===== config.mk =====
export PLATFORM = sky130hd
export DESIGN_NAME = nes_readout
export DESIGN_NICKNAME = d
export VERILOG_FILES = /design/src/nes_pkg.sv /design/src/nes_readout.sv
export SDC_FILE = /design/constraint.sdc
export NUM_CORES = 1
export LEC_CHECK = 0
export BUFFER_PORTS_ARGS = -buffer_cell sky130_fd_sc_hd__buf_4
export CAP_MARGIN = 5
export CORE_MARGIN = 2
export CORE_UTILIZATION = 45
export DETAILED_ROUTE_END_ITERATION = 10
export SKIP_CTS_REPAIR_TIMING = 1
export SLEW_MARGIN = 15
export SYNTH_ARGS = -nofsm -noshare
export SYNTH_HDL_FRONTEND = slang
export SYNTH_SLANG_ARGS = --single-unit

===== constraint.sdc =====
create_clock -name core_clk -period 17 [get_ports core_clk]
set_clock_uncertainty 0.1 [all_clocks]
set_input_delay 3.4 -clock core_clk [delete_from_list [all_inputs] [get_ports core_clk]]
set_output_delay 3.4 -clock core_clk [all_outputs]
set_load 0.01 [all_outputs]

===== src/nes_pkg.sv =====
// Shared constants and types of the NAND ECC status and parity readout block
package nes_pkg;

  // Register byte addresses
  localparam logic [31:0] OFS_LOC    = 32'hffffe80c;
  localparam logic [31:0] OFS_CHK    = 32'h0fffe810;
  localparam logic [31:0] OFS_UFLAGS = 32'hffffe814;
  localparam logic [31:0] OFS_CTRL   = 32'hffffe830;
  localparam logic [31:0] OFS_ISTAT  = 32'hffffe834;
  localparam logic [31:0] OFS_IMASK  = 32'hffffe838;
  localparam logic [31:0] OFS_SPAR0  = 32'hffffe840;

  // Upper sector window: sectors 8..15, 256 bytes each
  localparam int          SEC_FIRST  = 8;
  localparam int          SEC_LOG    = 8;
  localparam logic [11:0] UPPER_BYTE = 12'h800;

  // Flag nibble positions
  localparam int FLG_REC = 0;
  localparam int FLG_CHK = 1;
  localparam int FLG_MUL = 2;

  // Location register fields
  localparam int LOC_BIT_LSB  = 0;
  localparam int LOC_WORD_LSB = 4;

  // Interrupt event bits
  localparam int IRQ_SINGLE = 0;
  localparam int IRQ_MULTI  = 1;
  localparam int IRQ_CHKB   = 2;
  localparam int IRQ_PARITY = 3;

  // Reset values
  localparam logic [1:0]  RST_GRAN  = 2'h0;
  localparam logic [3:0]  RST_IRQ   = 4'h0;
  localparam logic [31:0] RST_WORD  = 32'h0;

  // Correction granularity codes
  typedef enum logic [1:0] {
    GRAN_PAGE = 2'b00,
    GRAN_256  = 2'b01,
    GRAN_512  = 2'b10,
    GRAN_RSV  = 2'b11
  } nes_gran_t;

  // Register bus request
  typedef struct packed {
    logic [31:0] addr;
    logic [31:0] wdata;
    logic        wr;
    logic        rd;
  } nes_bus_t;

  // Per-sector check result from the ECC engine
  typedef struct packed {
    logic [11:0] first_byte;
    logic        any_err;
    logic        chk_err;
    logic        multi;
    logic [23:0] syndrome;
  } nes_sec_res_t;

  // Whole-page check result from the ECC engine
  typedef struct packed {
    logic        single;
    logic        multi;
    logic [3:0]  bit_pos;
    logic [11:0] word_pos;
  } nes_page_res_t;

endpackage


===== src/nes_readout.sv =====
// Status, location and parity readout registers of the NAND ECC unit
`timescale 1ns/1ps
module nes_readout
  import nes_pkg::*;
#(
  parameter int NSEC = 8
) (
  input  wire logic          core_clk,
  input  wire logic          reset,
  input  wire nes_bus_t      bus,
  output logic [31:0]        rdata,
  input  wire logic          page_start,
  input  wire logic          sec_valid,
  input  wire nes_sec_res_t  sec_res,
  input  wire logic          page_valid,
  input  wire nes_page_res_t page_res,
  input  wire logic          par_valid,
  input  wire logic [15:0]   par_bits,
  output nes_gran_t          gran,
  output logic               irq
);

  // Map a sector's first byte to its upper-window slot
  function automatic logic [2:0] slot_of(input logic [11:0] b);
    slot_of = b[SEC_LOG+2:SEC_LOG];
  endfunction

  // True when a byte address falls in the upper window
  function automatic logic in_upper(input logic [11:0] b);
    in_upper = (b >= UPPER_BYTE);
  endfunction

  nes_gran_t     gran_ff;
  logic [NSEC-1:0] rec_ff;
  logic [NSEC-1:0] chk_ff;
  logic [NSEC-1:0] mul_ff;
  logic [23:0]   spar_ff [NSEC];
  logic [3:0]    bitpos_ff;
  logic [11:0]   wordpos_ff;
  logic [15:0]   ncheck_ff;
  logic [3:0]    istat_ff;
  logic [3:0]    imask_ff;
  logic [31:0]   rdata_ff;
  logic          irq_ff;

  logic          wr_ctrl;
  logic          wr_istat;
  logic          wr_imask;
  logic          sec_take;
  logic [2:0]    sec_slot;
  logic          sec_chk;
  logic [3:0]    ev;
  logic [31:0]   nxt_rdata;
  logic [31:0]   uflags;
  logic [2:0]    rd_slot;
  logic          rd_spar;

  assign gran  = gran_ff;
  assign irq   = irq_ff;
  assign rdata = rdata_ff;

  // Write decode
  assign wr_ctrl  = bus.wr && (bus.addr == OFS_CTRL);
  assign wr_istat = bus.wr && (bus.addr == OFS_ISTAT);
  assign wr_imask = bus.wr && (bus.addr == OFS_IMASK);

  // Sector result acceptance
  assign sec_slot = slot_of(sec_res.first_byte);
  assign sec_take = sec_valid && (gran_ff == GRAN_256)
                    && in_upper(sec_res.first_byte);
  assign sec_chk  = sec_res.chk_err && !sec_res.multi;

  // Granularity control register
  always_ff @(posedge core_clk or posedge reset) begin
    if (reset) begin
      gran_ff <= nes_gran_t'(RST_GRAN);
    end else if (wr_ctrl && bus.wdata[1:0] != GRAN_RSV) begin
      gran_ff <= nes_gran_t'(bus.wdata[1:0]);
    end
  end

  // Per-sector flags, cleared at page start; a result wins
  always_ff @(posedge core_clk or posedge reset) begin
    if (reset) begin
      rec_ff <= '0;
      chk_ff <= '0;
      mul_ff <= '0;
    end else begin
      for (int i = 0; i < NSEC; i++) begin
        if (sec_take && sec_slot == 3'(i)) begin
          rec_ff[i] <= sec_res.any_err;
          chk_ff[i] <= sec_chk;
          mul_ff[i] <= sec_res.multi;
        end else if (page_start) begin
          rec_ff[i] <= 1'b0;
          chk_ff[i] <= 1'b0;
          mul_ff[i] <= 1'b0;
        end
      end
    end
  end

  // Sector parity position capture
  always_ff @(posedge core_clk or posedge reset) begin
    if (reset) begin
      for (int i = 0; i < NSEC; i++) begin
        spar_ff[i] <= '0;
      end
    end else begin
      for (int i = 0; i < NSEC; i++) begin
        if (sec_take && sec_chk && sec_slot == 3'(i)) begin
          spar_ff[i] <= sec_res.syndrome;
        end
      end
    end
  end

  // Whole-page error location, kept only on a single error
  always_ff @(posedge core_clk or posedge reset) begin
    if (reset) begin
      bitpos_ff  <= '0;
      wordpos_ff <= '0;
    end else if (page_valid && page_res.single
                 && !page_res.multi && gran_ff == GRAN_PAGE) begin
      bitpos_ff  <= page_res.bit_pos;
      wordpos_ff <= page_res.word_pos;
    end
  end

  // Inverted check word, held for the host to copy out
  always_ff @(posedge core_clk or posedge reset) begin
    if (reset) begin
      ncheck_ff <= '0;
    end else if (par_valid) begin
      ncheck_ff <= par_bits;
    end
  end

  // Interrupt events
  always_comb begin
    ev = '0;
    ev[IRQ_SINGLE] = (sec_take && sec_res.any_err && !sec_res.multi)
                     || (page_valid && page_res.single);
    ev[IRQ_MULTI]  = (sec_take && sec_res.multi)
                     || (page_valid && page_res.multi);
    ev[IRQ_CHKB]   = sec_take && sec_chk;
    ev[IRQ_PARITY] = par_valid;
  end

  // Sticky status, write one to clear, a new event wins
  always_ff @(posedge core_clk or posedge reset) begin
    if (reset) begin
      istat_ff <= RST_IRQ;
    end else begin
      istat_ff <= (istat_ff & ~(wr_istat ? bus.wdata[3:0] : 4'h0)) | ev;
    end
  end

  // Interrupt mask
  always_ff @(posedge core_clk or posedge reset) begin
    if (reset) begin
      imask_ff <= RST_IRQ;
    end else if (wr_imask) begin
      imask_ff <= bus.wdata[3:0];
    end
  end

  // Level interrupt from unmasked status
  always_ff @(posedge core_clk or posedge reset) begin
    if (reset) begin
      irq_ff <= 1'b0;
    end else begin
      irq_ff <= |(((istat_ff & ~(wr_istat ? bus.wdata[3:0] : 4'h0)) | ev)
                  & (wr_imask ? bus.wdata[3:0] : imask_ff));
    end
  end

  // Upper status word packing, zero in whole-page mode
  always_comb begin
    uflags = '0;
    for (int i = 0; i < NSEC; i++) begin
      uflags[4*i+FLG_REC] = rec_ff[i];
      uflags[4*i+FLG_CHK] = chk_ff[i];
      uflags[4*i+FLG_MUL] = mul_ff[i];
    end
    if (gran_ff == GRAN_PAGE) begin
      uflags = '0;
    end
  end

  // Read decode
  assign rd_slot = bus.addr[4:2];
  assign rd_spar = (bus.addr[31:5] == OFS_SPAR0[31:5])
                   && (bus.addr[1:0] == 2'b00);

  always_comb begin
    nxt_rdata = '0;
    if (bus.rd) begin
      if (bus.addr == OFS_LOC) begin
        nxt_rdata[LOC_BIT_LSB+:4]   = bitpos_ff;
        nxt_rdata[LOC_WORD_LSB+:12] = wordpos_ff;
      end else if (bus.addr == OFS_CHK) begin
        nxt_rdata[15:0] = ncheck_ff;
      end else if (bus.addr == OFS_UFLAGS) begin
        nxt_rdata = uflags;
      end else if (bus.addr == OFS_CTRL) begin
        nxt_rdata[1:0] = gran_ff;
      end else if (bus.addr == OFS_ISTAT) begin
        nxt_rdata[3:0] = istat_ff;
      end else if (bus.addr == OFS_IMASK) begin
        nxt_rdata[3:0] = imask_ff;
      end else if (rd_spar) begin
        nxt_rdata[23:0] = spar_ff[rd_slot];
      end
    end
  end

  // Read data valid only in the cycle after the strobe
  always_ff @(posedge core_clk or posedge reset) begin
    if (reset) begin
      rdata_ff <= RST_WORD;
    end else begin
      rdata_ff <= nxt_rdata;
    end
  end

  // Checks
  property p_page_zero;
    @(posedge core_clk) disable iff (reset)
    (bus.rd && bus.addr == OFS_UFLAGS && gran_ff == GRAN_PAGE)
      |=> (rdata == 32'h0);
  endproperty
  a_page_zero: assert property (p_page_zero)
    else $error("Upper flags not zero in whole-page mode");

  property p_rec_set;
    @(posedge core_clk) disable iff (reset)
    (sec_take && sec_res.any_err)
      |=> rec_ff[$past(sec_slot)];
  endproperty
  a_rec_set: assert property (p_rec_set)
    else $error("Recoverable flag not set after an error");

  property p_chk_set;
    @(posedge core_clk) disable iff (reset)
    (sec_take && sec_res.chk_err && !sec_res.multi)
      |=> chk_ff[$past(sec_slot)];
  endproperty
  a_chk_set: assert property (p_chk_set)
    else $error("Check-byte flag not set");

  property p_spar_cap;
    @(posedge core_clk) disable iff (reset)
    (sec_take && sec_chk)
      |=> (spar_ff[$past(sec_slot)] == $past(sec_res.syndrome));
  endproperty
  a_spar_cap: assert property (p_spar_cap)
    else $error("Sector parity position not captured");

  property p_mul_flag;
    @(posedge core_clk) disable iff (reset)
    sec_take |=> (mul_ff[$past(sec_slot)] == $past(sec_res.multi));
  endproperty
  a_mul_flag: assert property (p_mul_flag)
    else $error("Multi-error flag wrong");

  property p_window;
    @(posedge core_clk) disable iff (reset)
    (sec_valid && sec_res.first_byte < UPPER_BYTE)
      |=> $stable(rec_ff) or $fell(|rec_ff) or (rec_ff == '0);
  endproperty
  a_window: assert property (p_window)
    else $error("Sector outside upper window recorded");

  property p_nibble;
    @(posedge core_clk) disable iff (reset)
    (bus.rd && bus.addr == OFS_UFLAGS)
      |=> (rdata & 32'h88888888) == 32'h0;
  endproperty
  a_nibble: assert property (p_nibble)
    else $error("Reserved nibble bit set");

  property p_loc;
    @(posedge core_clk) disable iff (reset)
    (page_valid && page_res.single && !page_res.multi
     && gran_ff == GRAN_PAGE)
      |=> (bitpos_ff == $past(page_res.bit_pos))
          && (wordpos_ff == $past(page_res.word_pos));
  endproperty
  a_loc: assert property (p_loc)
    else $error("Page location not captured");

  // A multiple-error page leaves the last good location in place
  property p_loc_hold;
    @(posedge core_clk) disable iff (reset)
    (page_valid && page_res.multi)
      |=> $stable(bitpos_ff) && $stable(wordpos_ff);
  endproperty
  a_loc_hold: assert property (p_loc_hold)
    else $error("Location changed on a multiple-error page");

  // Location readout packs the word above the bit offset
  property p_loc_read;
    @(posedge core_clk) disable iff (reset)
    (bus.rd && bus.addr == OFS_LOC)
      |=> (rdata == {16'h0, $past(wordpos_ff), $past(bitpos_ff)});
  endproperty
  a_loc_read: assert property (p_loc_read)
    else $error("Page location readout wrong");

  property p_chk_word;
    @(posedge core_clk) disable iff (reset)
    (bus.rd && bus.addr == OFS_CHK)
      |=> (rdata[31:16] == 16'h0) && (rdata[15:0] == $past(ncheck_ff));
  endproperty
  a_chk_word: assert property (p_chk_word)
    else $error("Check word readout wrong");

  property p_gran_hold;
    @(posedge core_clk) disable iff (reset)
    (wr_ctrl && bus.wdata[1:0] == 2'b11) |=> $stable(gran_ff);
  endproperty
  a_gran_hold: assert property (p_gran_hold)
    else $error("Reserved granularity accepted");

  // The level output tracks the masked status in every cycle
  property p_irq;
    @(posedge core_clk) disable iff (reset)
    irq == (|(istat_ff & imask_ff));
  endproperty
  a_irq: assert property (p_irq)
    else $error("Interrupt level disagrees with masked status");

endmodule


==> results of run 1 <==
-- worst max-delay path, stage by stage --
cell	delay, ns
buf_4	0.08
and4b_1	0.31
and2_1	0.22
nand2_1	0.12
or2_1	0.39
nor3_4	0.82
buf_4	0.43
mux2_2	0.37
-- state kept, by name, summed over array words and instances (netlist names) --
register	cells
spar_ff	192
rdata	30
ncheck_ff	16
wordpos_ff	12
chk_ff	8
mul_ff	8
rec_ff	8
bitpos_ff	4
imask_ff	4
istat_ff	4
gran	2
irq	1
-- cell usage after synthesis (12+ instances only) --
cell type / instances / area [um2]
a21oi_1: 22 / 110
buf_2: 25 / 125
mux4_2: 48 / 1080
clkbuf_1: 19 / 71.3
o21ai_0: 30 / 150
nand2_1: 46 / 173
nor2_1: 28 / 105
mux2_2: 224 / 2520
nand3b_1: 12 / 90.1
dfrtp_1: 289 / 7230
nand3_1: 15 / 75.1
nand2b_1: 16 / 100
-- where the power goes --
group	switching, uW	internal (uW)
logic	45.5	34.7
registers	5.65	699
clock network	280	451
total	331	1180
-- metal layers --
metal	wire length [um]	global-route usage, %	part of all wire [%]	vias up
li1	-	-	-	3650
met1	14300	30.5	45	4231
met2	14900	33.8	46	245
met3	2250	5.03	7.0	36
met4	533	4.72	1.7	2
met5	16	0	0.050	-
-- final timing paths --
check                           slack (ns)                        to                      from  depth (start not counted)
worst max register to register       13.55  spar_ff[170]$_DFFE_PP0P_       gran[1]$_DFFE_PP0P_                          7
worst min-delay path                  0.38  spar_ff[164]$_DFFE_PP0P_  spar_ff[164]$_DFFE_PP0P_                          1
min in group asynchronous             2.93  spar_ff[158]$_DFFE_PP0P_                     reset                          2
max in group asynchronous            12.46  spar_ff[119]$_DFFE_PP0P_                     reset                          3
worst min register to register        0.38  spar_ff[164]$_DFFE_PP0P_  spar_ff[164]$_DFFE_PP0P_                          1
worst max-delay path                 11.15  spar_ff[170]$_DFFE_PP0P_               sec_res[38]                          8
-- final cells by class --
cell class                      instances  area [um2]
Inverter                               11        48.8
Multi-Input combinational cell        569        5530
Fill cell                            2426       13200
Antenna cell                            2        5.00
Clock buffer                           52        1040
Tap cell                              384         480
Timing Repair Buffer                  145        1100
Sequential cell                       289        7230
Clock inverter                          6        91.3
-- cell families (layout without fill, tap and decap cells) --
kind of cell           count (synthesis)  count (layout)  share of synthesized area, %
other                                  1               4                        0.0287
buffers and inverters                 69             214                          2.65
AOI/OAI and AO/OA                     86              86                          4.10
DFF                                  289             289                          55.3
muxes                                299             299                          30.0
and+or+nand+nor                      182             182                          7.91
-- stage by stage --
| step | total power (uW) | hold slack (ns) |
|---|---|---|
| floorplan | 759 | 0.352 |
| global placement | 798 | 0.365 |
| detailed placement | 799 | 0.371 |
| global route | 1570 | 0.400 |
| CTS | 1530 | 0.384 |
| finish | 1520 | 0.379 |
-- cell usage in the layout (no fill, tap or decap), drive strengths merged, types with 4 or more instances in the layout --
cell type / instances
and3: 9
nand2: 46
inv: 12
nand4: 5
o21ai: 32
a21boi: 7
nand4b: 4
dfrtp: 289
mux2: 240
nor4: 6
a21oi: 22
nand2b: 16
nor3: 9
nand3: 17
nor2b: 8
clkbuf: 52
buf: 145
nand3b: 12
a222oi: 4
nor2: 33
mux2i: 11
mux4: 48
a221oi: 11
==> results.ini, run 1 <==
[outcome]
status=completed

[route]
routed_via_density=5.60
first_iter_violations=550
postRouteAntennaNets=0
vias=8164
drc=0
post_drt_wl_per_cell_um=22.0
wirelength_um=32000
dr.pass1.iters=5

[run]
drv_cap=0

[clock_tree]
cts_sinks=289
cts_tree=built
clock_latency_ns=0.50
cts-root-buf=clkbuf_16
cts_max_level=2
cts_buffers=34
clock_path_buffers=3
clk_pin_slew_ns=0.05

[layout]
final_area_um2=15500
fin_cells=1458
drive_above_1_share_pct=46.2
syn_to_final_growth_pct=18.6
fin_nets=1195
utilization_pct=54.1

[critical_path]
timing_worst_setup_path_type=primary input to flop
cp.required_ns=17.29
arrival_ns=6.14
worstPathMaxFanout=14
cp-end-kind=flop
cp-start-kind=primary input

[synth]
yosysSeqAreaShare_pct=55.3
yosys_warnings=0
synth_cells=926
avgSynthCellArea_um2=14.1
synth_seq_cells=289
ys.flop_type=dfrtp_1
synth-edff-count=0
synth.cell_area_um2=13100
synth_cell_type_count=56
postSynth.asyncResetShare_pct=100

[floorplanning]
initial_utilization_pct=45.6
die_h_um=175
die_area_um2=30500
io_pins=180
rows=62
core_um2=28700
die_w_um=175

[placed_design]
dp_cells=1398
place_congestion=0.799
place_ws_ns=10.58
dp_hpwl_um=19900
dpl_cell_area_um2=14400
portBuffers=141

[global_route]
track_usage_pct=21.5
grt_pass1_vias=8358
antenna_found_initial=3
grt-ovfl-total=0
grt_first_pass_wirelength_um=50200
grt_max_degree=175

[timing]
tns_ns=0
fin_crit_ns=5.85
rsz0062_at_grt=false
tightest_slew_ns=1.14
fmax_mhz=171
finalSetupViolCount=0
period_share_pct=34.4
finalMaxSlewViolations=0
finalWorstSetupSlack_ns=11.15
report.final.hold_viol_count=0
relSlewSlack_pct=23.6

[power_and_ir_drop]
vdd_drop_max_v=0.0000523
leakage_uw=0.00743
pwr_density_cell_nw_per_um2=97.7

[worst_hold_path]
hold_path.class=flop to flop

Note: power is estimated with default switching activity, not from simulation.
==> inputs of run 2 (changes only) <==
==> constraint.sdc (replaced) <==
create_clock -name core_clk -period 6.1 [get_ports core_clk]
set_clock_uncertainty 0.1 [all_clocks]
set_input_delay 1.22 -clock core_clk [delete_from_list [all_inputs] [get_ports core_clk]]
set_output_delay 1.22 -clock core_clk [all_outputs]
set_load 0.01 [all_outputs]
==> results.ini, run 2 (synthesized netlist as in run 1, its figures left out) <==
[outcome]
status=completed

[layout]
multi_input_area_um2=5530  ; about the same
num-fill-cells=2432  ; +0.25%
syn_to_final_growth_pct=18.9
top_register=spar_ff
largest_reg_flops=192  ; unchanged
final_cell_mix=289 x dfrtp_1, 224 x mux2_2, 147 x buf_4
regArea_um2=7230  ; unchanged
layout_commonest_cell=dfrtp_1
drive_above_1_share_pct=46.5  ; +0.34 points
fin_nets=1198  ; +0.25%

[floorplanning]
die_area_um2=30500  ; unchanged
die_h_um=175  ; unchanged
initial_utilization_pct=45.6  ; unchanged
core_um2=28700  ; unchanged
io_pins=180  ; unchanged
rows=62  ; unchanged
die_w_um=175  ; unchanged

[global_route]
grt_first_pass_wirelength_um=50200  ; about the same
grt_max_degree=166  ; -5.1%
track_usage_pct=21.5  ; about the same
grt_pass1_vias=8562  ; +2.4%
grt-ovfl-total=0  ; unchanged
antenna_found_initial=1  ; -2

[critical_path]
slowest_stage=or4_1
crit_family=simple AND/OR/NAND/NOR gates
r2r_slack_ns=2.92  ; -10.63 ns
cp.depth=7  ; -1
crit_chain=buf_4 > nand4b_1 > nor4_1 > and3_1 > mux2_2 > a21boi_0 > or4_1
worstPathMaxFanout=28  ; +14
cpPeakStageDelay_ns=0.60  ; -0.22 ns
cp.required_ns=6.34  ; -10.95 ns
critPathBufInv=1  ; -1
rr_worst_depth=6  ; -1
arrival_ns=3.66  ; -2.48 ns
cp-end-kind=flop
cp-start-kind=primary input
timing_worst_setup_path_type=primary input to flop

[route]
wirelength_um=32000  ; about the same
dr.pass1.iters=4  ; -1
postRouteAntennaNets=0  ; unchanged
routed_via_density=5.60  ; about the same
vias=8193  ; +0.36%
first_iter_violations=425  ; -23%
drc=0  ; unchanged
post_drt_wl_per_cell_um=21.9  ; -0.30%

[timing]
relSlewSlack_pct=27.3  ; +3.7 points
whs_ns=0.382  ; +0.00213 ns
fmax_mhz=292
finalWorstSetupSlack_ns=2.68  ; -8.47 ns
tightest_slew_ns=1.09  ; -0.0566 ns
tns_ns=0  ; unchanged
period_share_pct=56.1
report.final.hold_viol_count=0  ; unchanged
rsz0062_at_grt=false
fin_crit_ns=3.42
finalMaxSlewViolations=0  ; unchanged
finalSetupViolCount=0  ; unchanged

[clock_tree]
cts_buffers=34  ; unchanged
clock_path_buffers=3  ; unchanged
cts_max_level=2  ; unchanged
cts_tree=built
clock_latency_ns=0.50  ; about the same
clk_pin_slew_ns=0.06  ; about the same
cts-root-buf=clkbuf_16
cts_sinks=289  ; unchanged

[power_and_ir_drop]
vdd_drop_max_v=0.000139  ; +170%
pwr_density_cell_nw_per_um2=272  ; +180%
internal-power_uw=3310  ; +180%
switchingPower_uw=917  ; +180%
pwr-share-seq_pct=46.4  ; about the same
leakage_uw=0.00745  ; +0.31%
switching_share_pct=21.7  ; -0.16 points
power_frac_clock_pct=48.3  ; about the same
combPwrFrac_pct=5.3  ; about the same

[worst_hold_path]
hold_depth=1  ; unchanged
hold_path.class=flop to flop

[placed_design]
place_ws_ns=2.02  ; -8.56 ns
portBuffers=141  ; unchanged
place_congestion=0.803  ; +0.46%
dp_hpwl_um=19900  ; about the same

[run]
drv_cap=0  ; unchanged

## run 2: changes by cell type in the layout (fill, tap and decap cells not counted), sizes merged
cell	delta
buf	+3
clkinv	+2
clkinvlp	+1
diode	-1
inv	-1
## run 2: worst paths after layout
check | startpoint | to
min in group asynchronous | reset | spar_ff[63]$_DFFE_PP0P_
worst min register to register | spar_ff[164]$_DFFE_PP0P_ | spar_ff[164]$_DFFE_PP0P_
worst max-delay path | bus[38] | irq$_DFF_PP0_
max in group asynchronous | reset | spar_ff[27]$_DFFE_PP0P_
worst max register to register | gran[1]$_DFFE_PP0P_ | spar_ff[159]$_DFFE_PP0P_
worst min-delay path | spar_ff[164]$_DFFE_PP0P_ | spar_ff[164]$_DFFE_PP0P_
## run 2: metal layers
metal | track usage [%] | wire, um | vias to the layer above
met2 | 33.8 | 14900 | 217
met4 | 5.59 | 605 | 0
met1 | 31.0 | 15000 | 4268
met5 | 0 | 0 | -
li1 | - | - | 3668
met3 | 3.94 | 1590 | 40
## run 2: power groups by stage
stage / registers (uW) / clock network, uW / logic, uW
floorplan: 1990 / 0 / 121
CTS: 1960 / 2090 / 229
detailed placement: 2000 / 0 / 228
global placement: 2000 / 0 / 228
finish: 1960 / 2040 / 225
global route: 1970 / 2170 / 249
## run 2: layout make-up
class / count / area share, %
tap: 384 / 3.09
clock buffer: 52 / 6.75
inverter: 11 / 0.290
sequential: 289 / 46.5
timing repair buffer: 148 / 7.22
clock inverter: 8 / 0.603
multi-input combinational: 569 / 35.6
antenna: 1 / 0.0161
## run 2: metrics by stage
step / area, um2 / util [%] / std cells / power, uW
after global routing: 15600 / 54.2 / 1461 / 4380
after floorplan: 13100 / - / 927 / 2110
after CTS: 15600 / 54.2 / 1461 / 4280
final: 15600 / 54.2 / 1462 / 4230
after detailed placement: 14400 / 50.2 / 1401 / 2230
after global placement: 14400 / 50.2 / 1401 / 2230
==> inputs of run 3 (changes only) <==
--- a/config.mk
+++ b/config.mk
@@ -5,11 +5,13 @@
 export SDC_FILE = /design/constraint.sdc
 export NUM_CORES = 1
 export LEC_CHECK = 0
+export ABC_AREA = 1
 export BUFFER_PORTS_ARGS = -buffer_cell sky130_fd_sc_hd__buf_4
 export CAP_MARGIN = 5
 export CORE_MARGIN = 2
 export CORE_UTILIZATION = 45
 export DETAILED_ROUTE_END_ITERATION = 10
+export PLACE_DENSITY = 0.65
 export SKIP_CTS_REPAIR_TIMING = 1
 export SLEW_MARGIN = 15
 export SYNTH_ARGS = -nofsm -noshare
==> constraint.sdc (replaced) <==
create_clock -name core_clk -period 3.3 [get_ports core_clk]
set_clock_uncertainty 0.1 [all_clocks]
set_input_delay 0.66 -clock core_clk [delete_from_list [all_inputs] [get_ports core_clk]]
set_output_delay 0.66 -clock core_clk [all_outputs]
set_load 0.01 [all_outputs]
==> results.ini, run 3 <==
[outcome]
status=completed

[placed_design]
dp_cells=1789  ; +28%
portBuffers=141  ; unchanged
place_ws_ns=0.554  ; -1.47 ns
place_congestion=0.813  ; +1.3%
dp_hpwl_um=20200  ; +1.5%

[critical_path]
arrival_ns=2.52  ; -1.14 ns
cp-start-kind=primary input
crit_top_cell=nor2_1
worstPathMaxFanout=14  ; -50%
slowest_stage=nand2_1
crit_family=simple AND/OR/NAND/NOR gates
critPathBufInv=3  ; +2
cpPeakStageDelay_ns=0.36  ; -0.24 ns
cp.required_ns=3.64  ; -2.70 ns
timing_worst_setup_path_type=primary input to flop
crit_chain=buf_4 > nor2_1 > inv_1 > nor2_1 > nand4_1 > nor2_1 > nand2_1 > clkinv_1 > nor3_1 > a21oi_1 > nor2_1
cp-end-kind=flop

[layout]
fin_cells=1843  ; +26%
top_register=spar_ff
multi_input_area_um2=4440  ; -20%
final_cell_mix=314 x nand2_1, 290 x o21ai_0, 289 x dfrtp_1
regArea_um2=7230  ; unchanged
fin_nets=1626  ; +36%
drive_above_1_share_pct=16.5  ; -30 points
largest_reg_flops=192  ; unchanged
diodes=0  ; -1
syn_to_final_growth_pct=19.1
num-fill-cells=2506  ; +3.0%
layout_commonest_cell=nand2_1

[timing]
tns_ns=0  ; unchanged
rsz0062_at_grt=false
report.final.hold_viol_count=0  ; unchanged
tightest_slew_ns=0.782  ; -0.306 ns
finalWorstSetupSlack_ns=1.12  ; -1.56 ns
whs_ns=0.0690  ; -0.313 ns
finalSetupViolCount=0  ; unchanged
fmax_mhz=459
relSlewSlack_pct=47.7  ; +20 points
period_share_pct=66.0
fin_crit_ns=2.18
finalMaxSlewViolations=0  ; unchanged

[synth]
synthTopCellsByArea=dfrtp_1 58%, o21ai_0 12%, nand2_1 9.5%
yosys_warnings=0  ; unchanged
yosysSeqAreaShare_pct=58.2  ; +2.9 points
synth_cells=1365  ; +47%
synth_cell_type_count=39  ; -30%
avgSynthCellArea_um2=9.10  ; -36%
synth.cell_area_um2=12400  ; -5.0%
synth_top_area_share_pct=58.2  ; +2.9 points
ys.flop_type=dfrtp_1
postSynth.asyncResetShare_pct=100  ; unchanged
synth-edff-count=0  ; unchanged
synth.most_common_cell=nand2_1
synth_area_leader_cell=dfrtp_1
synth.cells.most_frequent=314 x nand2_1, 290 x o21ai_0, 289 x dfrtp_1
synth_seq_cells=289  ; unchanged

[global_route]
grt_busiest_layer=met2
grt-ovfl-total=0  ; unchanged
grt_pass1_vias=9946  ; +16%
track_usage_pct=23.5  ; +2.0 points
antenna_found_initial=0  ; -1
grt_util_met2_pct=38.7  ; +4.9 points
grt_use_met3_pct=3.23  ; -0.70 points
grtUsageMet1_pct=33.3  ; +2.3 points
grt_max_degree=86  ; -48%
grt_first_pass_wirelength_um=53600  ; +6.9%

[route]
vias=10200  ; +24%
postRouteAntennaNets=0  ; unchanged
first_iter_violations=905  ; +110%
dr.pass1.iters=5  ; +1
drc=0  ; unchanged
wirelength_um=33500  ; +4.8%
post_drt_wl_per_cell_um=18.2  ; -17%
routed_via_density=5.51  ; -1.6%

[clock_tree]
cts_sinks=289  ; unchanged
cts_max_level=1  ; -1
clock_path_buffers=3  ; unchanged
cts_buffers=31  ; -8.8%
cts_tree=built
cts-root-buf=clkbuf_16
clk_pin_slew_ns=0.06  ; about the same
clock_latency_ns=0.55  ; +0.05 ns

[floorplanning]
io_pins=180  ; unchanged
core_um2=27000  ; -5.8%
initial_utilization_pct=46.0  ; +0.39 points
die_w_um=170  ; -2.5%
die_area_um2=29000  ; -4.9%
rows=60  ; -3.2%
die_h_um=170  ; -2.5%

[run]
drv_cap=0  ; unchanged

[worst_hold_path]
hold_path.class=primary input to async pin

[power_and_ir_drop]
pwr_density_cell_nw_per_um2=511  ; +88%
vdd_drop_max_v=0.000345  ; +150%
total_power_uw=7560  ; +79%
leakage_uw=0.00705  ; -5.4%

==> run 3: cell types whose count changed after synthesis, moves of 40 or more <==
cell	delta
o21ai_0	+260
nand2_1	+268
mux2_2	-208
mux4_2	-48
o22ai_1	+90
inv_1	+82
nand3_1	+40
==> run 3: routing by layer <==
layer	share of wire [%]	wire length (um)
met1	44	14700
met2	48	16100
met3	6.5	2180
met4	1.9	622
met5	0	0
==> run 3: cells by family (layout without fill, tap and decap cells) <==
kind of cell	after synthesis	in the layout	share of synthesized area [%]
other	1	2	0.0302
DFF	289	289	58.2
muxes	16	16	1.45
AOI/OAI and AO/OA	419	419	18.4
buffers and inverters	181	317	6.11
and+or+nand+nor	459	459	15.8
==> run 3: worst paths after layout <==
check,slack (ns),startpoint,cells past startpoint,endpoint
worst max-delay path,1.12,bus[35],11,rdata[3]$_DFF_PP0_
worst min-delay path,0.07,reset,2,rdata[17]$_DFF_PP0_
worst max register to register,1.13,gran[1]$_DFFE_PP0P_,9,spar_ff[157]$_DFFE_PP0P_
worst min register to register,0.38,spar_ff[96]$_DFFE_PP0P_,2,spar_ff[96]$_DFFE_PP0P_
max in group asynchronous,2.22,reset,3,rdata[11]$_DFF_PP0_
min in group core_clk,0.22,par_bits[1],3,ncheck_ff[1]$_DFFE_PP0P_
==> run 3: cell type report <==
cell class                      count  area share (%)
Clock buffer                       43            5.88
Clock inverter                     11           0.938
Inverter                           98            2.51
Multi-Input combinational cell    896            30.0
Sequential cell                   289            48.8
Tap cell                          341            2.88
Timing Repair Buffer              165            8.96
==> run 3: where the power goes <==
group	switching, uW	internal, uW	total [uW]
clock	1380	2060	3450
combinational	299	194	493
sequential	23.7	3600	3620
==> run 3: per-stage QoR <==
step                area [um2]  utilization (%)
global route             14800             54.8
global placement         13800             51.0
detailed placement       13800             51.0
floorplan                12400                -
finish                   14800             54.8
CTS                      14800             54.8
